===== config.mk =====
export PLATFORM = sky130hd
export DESIGN_NAME = ppmc_top
export DESIGN_NICKNAME = d
export VERILOG_FILES = /design/src/ppmc_top.v
export VERILOG_INCLUDE_DIRS = /design/src /design/src/include
export SDC_FILE = /design/constraint.sdc
export NUM_CORES = 1
export LEC_CHECK = 0
export ABC_AREA = 1
export BUFFER_PORTS_ARGS = -buffer_cell sky130_fd_sc_hd__clkbuf_2
export CAP_MARGIN = 20
export CORE_MARGIN = 5
export CORE_UTILIZATION = 41
export DETAILED_ROUTE_END_ITERATION = 6
export PLACE_DENSITY = 0.72
export SLEW_MARGIN = 10
export SYNTH_ARGS = -nofsm -noshare
export SYNTH_HDL_FRONTEND = slang
export SYNTH_SLANG_ARGS = --single-unit

===== constraint.sdc =====
create_clock -name clk -period 2 [get_ports clk]
set_input_delay 0.2 -clock clk [delete_from_list [all_inputs] [get_ports clk]]
set_output_delay 0.2 -clock clk [all_outputs]
set_load 0.03 [all_outputs]

===== src/include/ppmc_regs.vh =====
// Register indices, control word fields and port C roles
// Assumes byte address = index * 4 inside a 32-byte window
`ifndef PPMC_REGS_VH
`define PPMC_REGS_VH
// Register indices, decoded from paddr[4:2]
`define PPMC_IDX_PORTA 3'h0
`define PPMC_IDX_PORTB 3'h1
`define PPMC_IDX_PORTC 3'h2
`define PPMC_IDX_CTRL 3'h3
`define PPMC_IDX_ISTAT 3'h4
`define PPMC_IDX_ICLR 3'h5
`define PPMC_IDX_IEN 3'h6
// Window address bits
`define PPMC_WIN_HI 4
`define PPMC_WIN_LO 2
// Reset values
`define PPMC_CW_RST 8'h9B
`define PPMC_P_RST 8'h00
`define PPMC_I_RST 2'h0
// Control word fields
`define PPMC_CW_FLAG 7
`define PPMC_CW_MA_HI 6
`define PPMC_CW_MA_LO 5
`define PPMC_CW_DIR_A 4
`define PPMC_CW_DIR_CU 3
`define PPMC_CW_MODE_B 2
`define PPMC_CW_DIR_B 1
`define PPMC_CW_DIR_CL 0
// Single-bit set/clear fields
`define PPMC_SR_HI 3
`define PPMC_SR_LO 1
`define PPMC_SR_VAL 0
// Port C line roles in handshake modes
`define PPMC_PC_INTRB 0
`define PPMC_PC_FLAGB 1
`define PPMC_PC_STBB 2
`define PPMC_PC_INTRA 3
`define PPMC_PC_STBA 4
`define PPMC_PC_IBFA 5
`define PPMC_PC_ACKA 6
`define PPMC_PC_OBFA 7
// Interrupt status bits
`define PPMC_IRQ_A 0
`define PPMC_IRQ_B 1
`endif


===== src/ppmc_top.v =====
// Three-port parallel I/O block with mode 0/1/2 control, APB slave
// Assumes APB master on clk; port pins are asynchronous to clk
//
// Function
// - Registers decoded inside a 32-byte window; host assigns window and interrupt.
// - Modes 0 basic, 1 strobed, 2 bidirectional are supported.
// - Group A is port A plus upper C; group B port B plus lower C.
// - Group A in mode 1 or 2 uses port C bit 3 as interrupt.
// - Mode 0 moves data directly on each read or write, no handshake.
// - Mode 0 outputs hold last value; input lines are pulled up.
// - Mode 1 data ports are input or output, latched both ways.
// - Mode 1 port C halves carry control/status; interrupts with enables.
// - Mode 1 uses six port C lines, three each for handshakes of A and B.
// - Mode 2 only for group A: latched bidirectional A, five C lines.
// - Mode 2 handshakes like mode 1 with interrupt enable controls.
// - One control word sets or clears any single port C bit.
// - Control word bit 7 set means mode and direction definition.
// - Mode 0 directions: bits 4,3,1,0 select input for A,CU,B,CL.
// - Upper and lower port C nibbles take independent directions.
// - Bit 7 clear: bits 3..1 pick port C bit, bit 0 value.
//
// Added by the designer: the APB slave port and the placing of the registers.
`timescale 1ns/10ps
`default_nettype none
`include "ppmc_regs.vh"
module ppmc_top (
  input wire clk,
  input wire rst_n,
  input wire ce,
  input wire [31:0] paddr,
  input wire psel,
  input wire penable,
  input wire pwrite,
  input wire [31:0] pwdata,
  input wire [3:0] pstrb,
  output reg [31:0] prdata,
  output wire pready,
  output reg pslverr,
  input wire [7:0] pa_in,
  output reg [7:0] pa_out,
  output reg [7:0] pa_oe,
  input wire [7:0] pb_in,
  output reg [7:0] pb_out,
  output reg [7:0] pb_oe,
  input wire [7:0] pc_in,
  output reg [7:0] pc_out,
  output reg [7:0] pc_oe,
  output wire irq
);

  // Full byte mask when a direction bit selects output
  function [7:0] out_mask;
    input in_bit;
    begin
      out_mask = in_bit ? 8'h00 : 8'hFF;
    end
  endfunction

  reg [23:0] pin_s1_r;
  reg [23:0] pin_s2_r;
  reg [7:0] pc_d_r;
  reg [7:0] cw_r;
  reg [7:0] pa_r;
  reg [7:0] pb_r;
  reg [7:0] pc_r;
  reg [7:0] ina_r;
  reg [7:0] inb_r;
  reg ibfa_r;
  reg obfa_r;
  reg ackda_r;
  reg ibfb_r;
  reg obfb_r;
  reg ackdb_r;
  reg intra_d_r;
  reg intrb_d_r;
  reg [1:0] ist_r;
  reg [1:0] ien_r;
  reg [7:0] pc_o_nxt;
  reg [7:0] pc_oe_nxt;
  reg [7:0] pc_rd;
  reg [31:0] rd_nxt;

  // Synchronised pin views
  wire [7:0] pas = pin_s2_r[7:0];
  wire [7:0] pbs = pin_s2_r[15:8];
  wire [7:0] pcs = pin_s2_r[23:16];

  // Mode decode
  wire a_m2 = cw_r[`PPMC_CW_MA_HI];
  wire a_m1 = ~cw_r[`PPMC_CW_MA_HI] & cw_r[`PPMC_CW_MA_LO];
  wire a_hs = a_m1 | a_m2;
  wire a_in = cw_r[`PPMC_CW_DIR_A];
  wire cu_in = cw_r[`PPMC_CW_DIR_CU];
  wire b_m1 = cw_r[`PPMC_CW_MODE_B];
  wire b_in = cw_r[`PPMC_CW_DIR_B];
  wire cl_in = cw_r[`PPMC_CW_DIR_CL];
  wire a_rx = a_m2 | (a_m1 & a_in);
  wire a_tx = a_m2 | (a_m1 & ~a_in);

  // Handshake enables kept in port C latch
  wire inte_ia = pc_r[`PPMC_PC_STBA];
  wire inte_oa = pc_r[`PPMC_PC_ACKA];
  wire inte_b = pc_r[`PPMC_PC_STBB];

  // Strobe and acknowledge edges
  wire stba_fall = pc_d_r[`PPMC_PC_STBA] & ~pcs[`PPMC_PC_STBA];
  wire acka_fall = pc_d_r[`PPMC_PC_ACKA] & ~pcs[`PPMC_PC_ACKA];
  wire acka_rise = ~pc_d_r[`PPMC_PC_ACKA] & pcs[`PPMC_PC_ACKA];
  wire stbb_fall = pc_d_r[`PPMC_PC_STBB] & ~pcs[`PPMC_PC_STBB];
  wire stbb_rise = ~pc_d_r[`PPMC_PC_STBB] & pcs[`PPMC_PC_STBB];

  // Group interrupt requests
  wire intra_rx = ibfa_r & inte_ia;
  wire intra_tx = ackda_r & inte_oa;
  wire intra = a_m2 ? (intra_rx | intra_tx) :
               (a_m1 & (a_in ? intra_rx : intra_tx));
  wire intrb = b_m1 & inte_b &
               (b_in ? ibfb_r : ackdb_r);

  // APB decode, window aliases above bit 4
  wire [2:0] idx = paddr[`PPMC_WIN_HI:`PPMC_WIN_LO];
  wire setup = psel & ~penable & ce;
  wire acc = psel & penable & ce;
  wire wr = acc & pwrite & pstrb[0];
  wire rd = acc & ~pwrite;
  wire [7:0] wd = pwdata[7:0];
  wire wr_a = wr & (idx == `PPMC_IDX_PORTA);
  wire wr_b = wr & (idx == `PPMC_IDX_PORTB);
  wire wr_c = wr & (idx == `PPMC_IDX_PORTC);
  wire wr_cw = wr & (idx == `PPMC_IDX_CTRL);
  wire wr_def = wr_cw & wd[`PPMC_CW_FLAG];
  wire wr_sr = wr_cw & ~wd[`PPMC_CW_FLAG];
  wire wr_clr = wr & (idx == `PPMC_IDX_ICLR);
  wire wr_ien = wr & (idx == `PPMC_IDX_IEN);
  wire rd_a = rd & (idx == `PPMC_IDX_PORTA);
  wire rd_b = rd & (idx == `PPMC_IDX_PORTB);
  wire [2:0] sr_bit = wd[`PPMC_SR_HI:`PPMC_SR_LO];

  // Zero wait states; a frozen block stalls the bus
  assign pready = ce;

  // Interrupt output from enabled sticky bits
  assign irq = |(ist_r & ien_r);

  // Port C read view: pins, latch, or handshake status
  always @* begin
    pc_rd[7:4] = cu_in ? pcs[7:4] : pc_r[7:4];
    pc_rd[3:0] = cl_in ? pcs[3:0] : pc_r[3:0];
    if (a_hs) begin
      pc_rd[`PPMC_PC_INTRA] = intra;
    end
    if (a_m2) begin
      pc_rd[`PPMC_PC_OBFA] = ~obfa_r;
      pc_rd[`PPMC_PC_ACKA] = inte_oa;
      pc_rd[`PPMC_PC_IBFA] = ibfa_r;
      pc_rd[`PPMC_PC_STBA] = inte_ia;
    end else if (a_m1 & a_in) begin
      pc_rd[`PPMC_PC_IBFA] = ibfa_r;
      pc_rd[`PPMC_PC_STBA] = inte_ia;
    end else if (a_m1) begin
      pc_rd[`PPMC_PC_OBFA] = ~obfa_r;
      pc_rd[`PPMC_PC_ACKA] = inte_oa;
    end
    if (b_m1) begin
      pc_rd[`PPMC_PC_STBB] = inte_b;
      pc_rd[`PPMC_PC_FLAGB] = b_in ? ibfb_r : ~obfb_r;
      pc_rd[`PPMC_PC_INTRB] = intrb;
    end
  end

  // Port C pin drive: latch in mode 0, handshakes otherwise
  always @* begin
    pc_o_nxt = pc_r;
    pc_oe_nxt = (out_mask(cu_in) & 8'hF0) | (out_mask(cl_in) & 8'h0F);
    if (a_hs) begin
      pc_o_nxt[`PPMC_PC_INTRA] = intra;
      pc_oe_nxt[`PPMC_PC_INTRA] = 1'b1;
    end
    if (a_rx) begin
      pc_o_nxt[`PPMC_PC_IBFA] = ibfa_r;
      pc_oe_nxt[`PPMC_PC_IBFA] = 1'b1;
      pc_oe_nxt[`PPMC_PC_STBA] = 1'b0;
    end
    if (a_tx) begin
      pc_o_nxt[`PPMC_PC_OBFA] = ~obfa_r;
      pc_oe_nxt[`PPMC_PC_OBFA] = 1'b1;
      pc_oe_nxt[`PPMC_PC_ACKA] = 1'b0;
    end
    if (b_m1) begin
      pc_o_nxt[`PPMC_PC_FLAGB] = b_in ? ibfb_r : ~obfb_r;
      pc_oe_nxt[`PPMC_PC_FLAGB] = 1'b1;
      pc_o_nxt[`PPMC_PC_INTRB] = intrb;
      pc_oe_nxt[`PPMC_PC_INTRB] = 1'b1;
      pc_oe_nxt[`PPMC_PC_STBB] = 1'b0;
    end
  end

  // Read data mux
  always @* begin
    rd_nxt = 32'h0000_0000;
    case (idx)
      `PPMC_IDX_PORTA: begin
        if (a_m2 | (a_m1 & a_in)) begin
          rd_nxt[7:0] = ina_r;
        end else begin
          rd_nxt[7:0] = a_in ? pas : pa_r;
        end
      end
      `PPMC_IDX_PORTB: begin
        if (b_m1 & b_in) begin
          rd_nxt[7:0] = inb_r;
        end else begin
          rd_nxt[7:0] = b_in ? pbs : pb_r;
        end
      end
      `PPMC_IDX_PORTC: rd_nxt[7:0] = pc_rd;
      `PPMC_IDX_CTRL: rd_nxt[7:0] = cw_r;
      `PPMC_IDX_ISTAT: rd_nxt[1:0] = ist_r;
      `PPMC_IDX_IEN: rd_nxt[1:0] = ien_r;
      default: rd_nxt = 32'h0000_0000;
    endcase
  end

  // Two-stage pin synchronisers and edge history
  always @(posedge clk or negedge rst_n) begin
    if (!rst_n) begin
      pin_s1_r <= 24'hFF_FFFF;
      pin_s2_r <= 24'hFF_FFFF;
      pc_d_r <= 8'hFF;
    end else if (ce) begin
      pin_s1_r <= {pc_in, pb_in, pa_in};
      pin_s2_r <= pin_s1_r;
      pc_d_r <= pin_s2_r[23:16];
    end
  end

  // APB answer captured in the setup cycle
  always @(posedge clk or negedge rst_n) begin
    if (!rst_n) begin
      prdata <= 32'h0000_0000;
      pslverr <= 1'b0;
    end else if (setup) begin
      prdata <= pwrite ? 32'h0000_0000 : rd_nxt;
      pslverr <= (idx == 3'h7);
    end
  end

  // Control word and port latches
  always @(posedge clk or negedge rst_n) begin
    if (!rst_n) begin
      cw_r <= `PPMC_CW_RST;
      pa_r <= `PPMC_P_RST;
      pb_r <= `PPMC_P_RST;
      pc_r <= `PPMC_P_RST;
    end else if (ce) begin
      if (wr_def) begin
        cw_r <= wd;
        pa_r <= `PPMC_P_RST;
        pb_r <= `PPMC_P_RST;
        pc_r <= `PPMC_P_RST;
      end else begin
        if (wr_a) begin
          pa_r <= wd;
        end
        if (wr_b) begin
          pb_r <= wd;
        end
        if (wr_sr) begin
          pc_r[sr_bit] <= wd[`PPMC_SR_VAL];
        end else if (wr_c) begin
          pc_r <= wd;
        end
      end
    end
  end

  // Group A handshake flags and input latch
  always @(posedge clk or negedge rst_n) begin
    if (!rst_n) begin
      ina_r <= `PPMC_P_RST;
      ibfa_r <= 1'b0;
      obfa_r <= 1'b0;
      ackda_r <= 1'b0;
    end else if (ce) begin
      if (wr_def) begin
        ibfa_r <= 1'b0;
        obfa_r <= 1'b0;
        ackda_r <= 1'b0;
      end else begin
        if (a_rx & stba_fall) begin
          ina_r <= pas;
          ibfa_r <= 1'b1;
        end else if (rd_a) begin
          ibfa_r <= 1'b0;
        end
        if (a_tx & wr_a) begin
          obfa_r <= 1'b1;
        end else if (a_tx & acka_fall) begin
          obfa_r <= 1'b0;
        end
        if (a_tx & acka_rise) begin
          ackda_r <= 1'b1;
        end else if (wr_a) begin
          ackda_r <= 1'b0;
        end
      end
    end
  end

  // Group B handshake flags and input latch
  always @(posedge clk or negedge rst_n) begin
    if (!rst_n) begin
      inb_r <= `PPMC_P_RST;
      ibfb_r <= 1'b0;
      obfb_r <= 1'b0;
      ackdb_r <= 1'b0;
    end else if (ce) begin
      if (wr_def) begin
        ibfb_r <= 1'b0;
        obfb_r <= 1'b0;
        ackdb_r <= 1'b0;
      end else if (b_m1) begin
        if (b_in & stbb_fall) begin
          inb_r <= pbs;
          ibfb_r <= 1'b1;
        end else if (rd_b) begin
          ibfb_r <= 1'b0;
        end
        if (~b_in & wr_b) begin
          obfb_r <= 1'b1;
        end else if (~b_in & stbb_fall) begin
          obfb_r <= 1'b0;
        end
        if (~b_in & stbb_rise) begin
          ackdb_r <= 1'b1;
        end else if (wr_b) begin
          ackdb_r <= 1'b0;
        end
      end
    end
  end

  // Sticky interrupt status; a new event beats a clear
  always @(posedge clk or negedge rst_n) begin
    if (!rst_n) begin
      intra_d_r <= 1'b0;
      intrb_d_r <= 1'b0;
      ist_r <= `PPMC_I_RST;
      ien_r <= `PPMC_I_RST;
    end else if (ce) begin
      intra_d_r <= intra;
      intrb_d_r <= intrb;
      ist_r <= (ist_r & ~({2{wr_clr}} & wd[1:0])) |
               {intrb & ~intrb_d_r, intra & ~intra_d_r};
      if (wr_ien) begin
        ien_r <= wd[1:0];
      end
    end
  end

  // Registered pin drive
  always @(posedge clk or negedge rst_n) begin
    if (!rst_n) begin
      pa_out <= 8'h00;
      pa_oe <= 8'h00;
      pb_out <= 8'h00;
      pb_oe <= 8'h00;
      pc_out <= 8'h00;
      pc_oe <= 8'h00;
    end else if (ce) begin
      pa_out <= pa_r;
      pa_oe <= a_m2 ? out_mask(pcs[`PPMC_PC_ACKA]) : out_mask(a_in);
      pb_out <= pb_r;
      pb_oe <= out_mask(b_in);
      pc_out <= pc_o_nxt;
      pc_oe <= pc_oe_nxt;
    end
  end

endmodule
`default_nettype wire


# Yosys cells after proc, flatten, opt, wreduce, memory -nomap -nowiden

Cells that the tools add are included.

Register bits: 196
Input port bits: 98
Output and inout port bits: 83

$lt $le $gt $ge: 2
Equality and inequality tests: 7
Muxes and demuxes: 64
Bitwise logic cells: 67
Reductions and logical operators: 26

Operator list:

| operator                                                                      | number |
|---|---|
| 8-bit 2-to-1 mux                                                              | 17 |
| 1-bit AND                                                                     | 41 |
| 1-bit 2-to-1 mux                                                              | 31 |
| 6-bit one-hot mux with 4 select lines                                         | 1 |
| 3-bit nonzero test                                                            | 7 |
| 4-bit 2-to-1 mux                                                              | 4 |
| 1-bit inverter                                                                | 16 |
| 2-bit AND reduction                                                           | 8 |
| 3-bit == test (second input constant)                                         | 4 |
| 2-bit 2-to-1 mux                                                              | 6 |
| 2-bit one-hot mux with 6 select lines                                         | 1 |
| 3-bit AND reduction                                                           | 4 |
| 8-bit bitwise mux                                                             | 1 |
| 8-bit by 4-bit OR with 8-bit output                                           | 1 |
| 2-bit AND                                                                     | 3 |
| 3-bit by 2-bit == test with 1-bit output (second input constant)              | 2 |
| 3-bit 2-to-1 mux                                                              | 2 |
| 2-bit nonzero test                                                            | 3 |
| 3-bit by 4-bit less-than comparator with 1-bit output (second input constant) | 1 |
| 1-bit OR                                                                      | 4 |
| 4-bit AND reduction                                                           | 1 |
| 1-bit demux with 3-bit select                                                 | 1 |
| 3-bit by 1-bit == test with 1-bit output (second input constant)              | 1 |
| 3-bit by 1-bit >= comparator with 1-bit output (second input constant)        | 1 |
| other kinds (5)                                                               | 5 |

# Depth between registers and ports, before layout

Depth after elaboration: 9
Depth in mapped cells: 12
Depth with buffers taken out: 11

# Worst setup path after synthesis

Ideal clock, no wire load.

Path type: register -> register
Start: register cw_r[4]
End: register ina_r[6]
Setup time: 117 ps
Arrival: 1453 ps
Data required time: 1883 ps
Slack: 430 ps
Stages on the path, launching flop included: 10
Period minus slack after synthesis: 1570 ps
Cells stage by stage: dfstp_2 -> buf_4 -> nand2_1 -> nand2_2 -> inv_2 -> nor3_2 -> nand3_2 -> buf_6 -> nand2_1 -> o21ai_2

Word-level cells in the longest chain between the ends: 4

RTL lines:

| what                                 | line           | RTL |
|---|---|---|
| start, declared                      | ppmc_top.v:62  | `reg [7:0] cw_r;` |
| start signal, assigned               | ppmc_top.v:251 | `` cw_r <= `PPMC_CW_RST; `` |
| start signal, assigned               | ppmc_top.v:257 | `cw_r <= wd;` |
| 1-bit AND                            | ppmc_top.v:97  | `wire a_rx = a_m2 \| (a_m1 & a_in);` |
| 1-bit OR                             | ppmc_top.v:97  |  |
| 1-bit AND                            | ppmc_top.v:290 | `if (a_rx & stba_fall) begin` |
| 3-bit AND reduction (no source line) | -              |  |
| end signal, assigned                 | ppmc_top.v:280 | `` ina_r <= `PPMC_P_RST; `` |
| end signal, assigned                 | ppmc_top.v:291 | `ina_r <= pas;` |
| end, declared                        | ppmc_top.v:66  | `reg [7:0] ina_r;` |

No other way between the ends.
A chain may end at the register's enable or synchronous reset.

# Worst setup path in the final report

Ends and elaborated chain as after synthesis.

==> flow_summary_export.csv <==
group,metric,value,unit
setup_path,r2r_slack,0.16,ns
setup_path,criticalPathCategory,"reg -> reg",
setup_path,worstSetupEndpointType,"flop",
job,drv_cap,0,
die,rows,49,
sta,max_freq,544,MHz
synthesis,synth_area_leaders,"dfrtp_1 (32%), dfstp_2 (20%), nand2_1 (19%), o21ai_0 (5.0%), buf_4 (4.3%)",
synthesis,synth_area_per_cell,8.00,µm²
grt,antenna_found_initial,0,
detailed_routing,drt_iter0_markers,425,
sta,period_share,91.9,%
setup_path,crit_chain,"nand2_1 > nand2_2 > inv_2 > nor3_2 > nand3_4 > nand2_1 > o21ai_2",
final_layout,nets,1145,
cts,htreeDepth,4,
cts,insertion_delay,0.42,ns
detailed_routing,wl_per_cell,15.0,µm
detailed_routing,drc,0,
sta,setup_slack,0.162,ns
synthesis,async_flop_share,100,%
cts,clockBufferDepth,2,
cts,cts_made_buffers,17,
placement,port_buffers,100,
setup_path,max_stage_delay,0.56,ns
die,start_util,41.8,%
cts,clock_sinks,153,
setup_path,critPathRequiredTime,2.31,ns
synthesis,synth.distinct_cells,38,
sta,drv_slew,0,
worst_hold_path,min_path_cells,3,
setup_path,worst-path-stages,7,
synthesis,synth.top_cells.by_count,"nand2_1 (377), dfrtp_1 (97), o21ai_0 (75)",
synthesis,synth_edf_count,0,
detailed_routing,firstDrtPassIters,5,
setup_path,crit_arrival,2.15,ns
sta,rsz0062_at_grt,"false",
die,coreArea,18000,µm²
synthesis,synth_area,7530,µm²
setup_path,crit_fanout,17,
placement,place_hpwl,14100,µm
detailed_routing,routed_wl,19400,µm
sta,tightest_slew,0.506,ns
setup_path,rr_worst_depth,7,
synthesis,ys_warn_count,0,
synthesis,synth_top_area_share,32.2,%
detailed_routing,ant_nets,0,
setup_path,cp_top_family,"simple AND/OR/NAND/NOR gates",
run_status,status,"finished, final reports clean",
grt,grt_overflow,0,
detailed_routing,viasPerCell,4.93,
grt,grt_pass1_vias,6266,
sta,hold_viol,0,
sta,setup-tns-final,0,ns
sta,hold_slack,0.0766,ns
final_layout,synthToLayoutAreaGrowth,18.6,%
synthesis,yosysMostFrequentCell,"nand2_1",
pwr,p_leak,4.48,nW
final_layout,top_regs,"pin_s1_r: 24 flops, pin_s2_r: 24 flops",
final_layout,drive_above_1_share,22.8,%
synthesis,yosysTopAreaCell,"dfrtp_1",
cts,clk_pin_slew,0.06,ns
setup_path,crit_slowest_cell,"dfstp_2",
sta,relSlewSlack,66.0,%
die,pin_count,181,
detailed_routing,via_count,6350,
setup_path,critPathLaunchType,"flop",
final_layout,utilization,49.6,%
sta,setup_viol,0,
placement,pre_cts_slack,0.0796,ns
final_layout,n_antenna_cell,0,
cts,cts_tree,"built",
sta,skew,0.0114,ns
setup_path,path_buf_inv,1,
worst_hold_path,hp-class,"in -> reg",
pwr,p_per_area,950,nW/µm²
sta,finalCriticalPeriod,1.84,ns
synthesis,syn_inst,942,
setup_path,crit_top_cell,"nand2_1",
cts,clockRootBuffer,"clkbuf_16",
synthesis,yosysSeqAreaShare,51.7,%
die,die_w,146,µm
pwr,ir_drop,0.000648,V
placement,gp_congestion,0.877,
grt,grt_pass1_wl,32300,µm
die,die_h,146,µm
synthesis,synth-seq-cells,153,
grt,grtUsageTotal,18.7,%
synthesis,ys.flop_type,"dfrtp_1",
pwr,total_power,8.49,mW
die,dieArea,21200,µm²
grt,grt_max_degree,61,
## report_power, final
group	leakage [nW]	switching (mW)	internal, mW
Combinational	2.34	1.00	0.457
Sequential	1.85	0.244	3.53
Clock	0.294	1.28	1.99
## through the flow
| stage | instance area [µm²] | std cells |
|---|---|---|
| after floorplan | 7620 | 965 |
| after global placement | 8090 | 1232 |
| after detailed placement | 8090 | 1232 |
| after CTS | 8930 | 1289 |
| after global routing | 8940 | 1289 |
| final | 8940 | 1289 |
## area by class of cell
cell class,count,area (µm²)
clock buffer,20,447
timing repair buffer,145,947
fill,1770,9090
multi-input combinational,656,2930
inverter,74,278
tap,229,287
sequential,153,3900
clock inverter,12,149
## worst register-to-register path: stages (launching register included)
cell,delay [ns]
dfstp_2,0.56
nand2_1,0.07
nand2_2,0.22
inv_2,0.15
nor3_2,0.23
nand3_4,0.28
nand2_1,0.16
o21ai_2,0.06
## placed cells by master (no fill, tap or decap), types with 18 or more instances in the layout
cell type / n
dlygate4sd3_1: 25
clkbuf_2: 98
dfrtp_1: 97
o21ai_0: 75
o21ai_1: 18
dfstp_2: 56
nand3_1: 60
buf_4: 18
nor2_1: 30
inv_1: 67
conb_1: 24
nand2_1: 377
## repair_timing
item                       4_1_cts  5_1_grt
setup endpoints to repair        0        8
setup buffers                    0        0
hold endpoints to repair        49        0
hold buffers                    25        0
resized for setup                0        1
## cells by family (layout without fill, tap and decap cells)
group	Yosys count	in the layout	synth area share (%)
buffers and inverters	156	251	10.6
and+or+nand+nor	494	494	27.2
DFF	153	153	51.7
other	1	24	0.0498
AOI/OAI and AO/OA	138	138	10.5
## metal layers
metal  GRT usage, %  wire, µm  up-vias  share of wire [%]
met5              0         0        -                  0
met4           5.69       352        0                1.8
met3           4.67      1180       24                6.1
met2           30.0      8970      189                 46
met1           25.0      8890     2993                 46
li1               -         -     3144                  -
## final timing paths
kind,to,startpoint
max,ina_r[6],cw_r[4]
min,cw_r[4],pwdata[4]
max reg2reg,ina_r[6],cw_r[4]
min reg2reg,pin_s1_r[22],pin_s1_r[22]
max in group asynchronous,pc_d_r[6],rst_n
min in group asynchronous,pb_out[0],rst_n
Note: power is estimated with default switching activity, not from simulation.
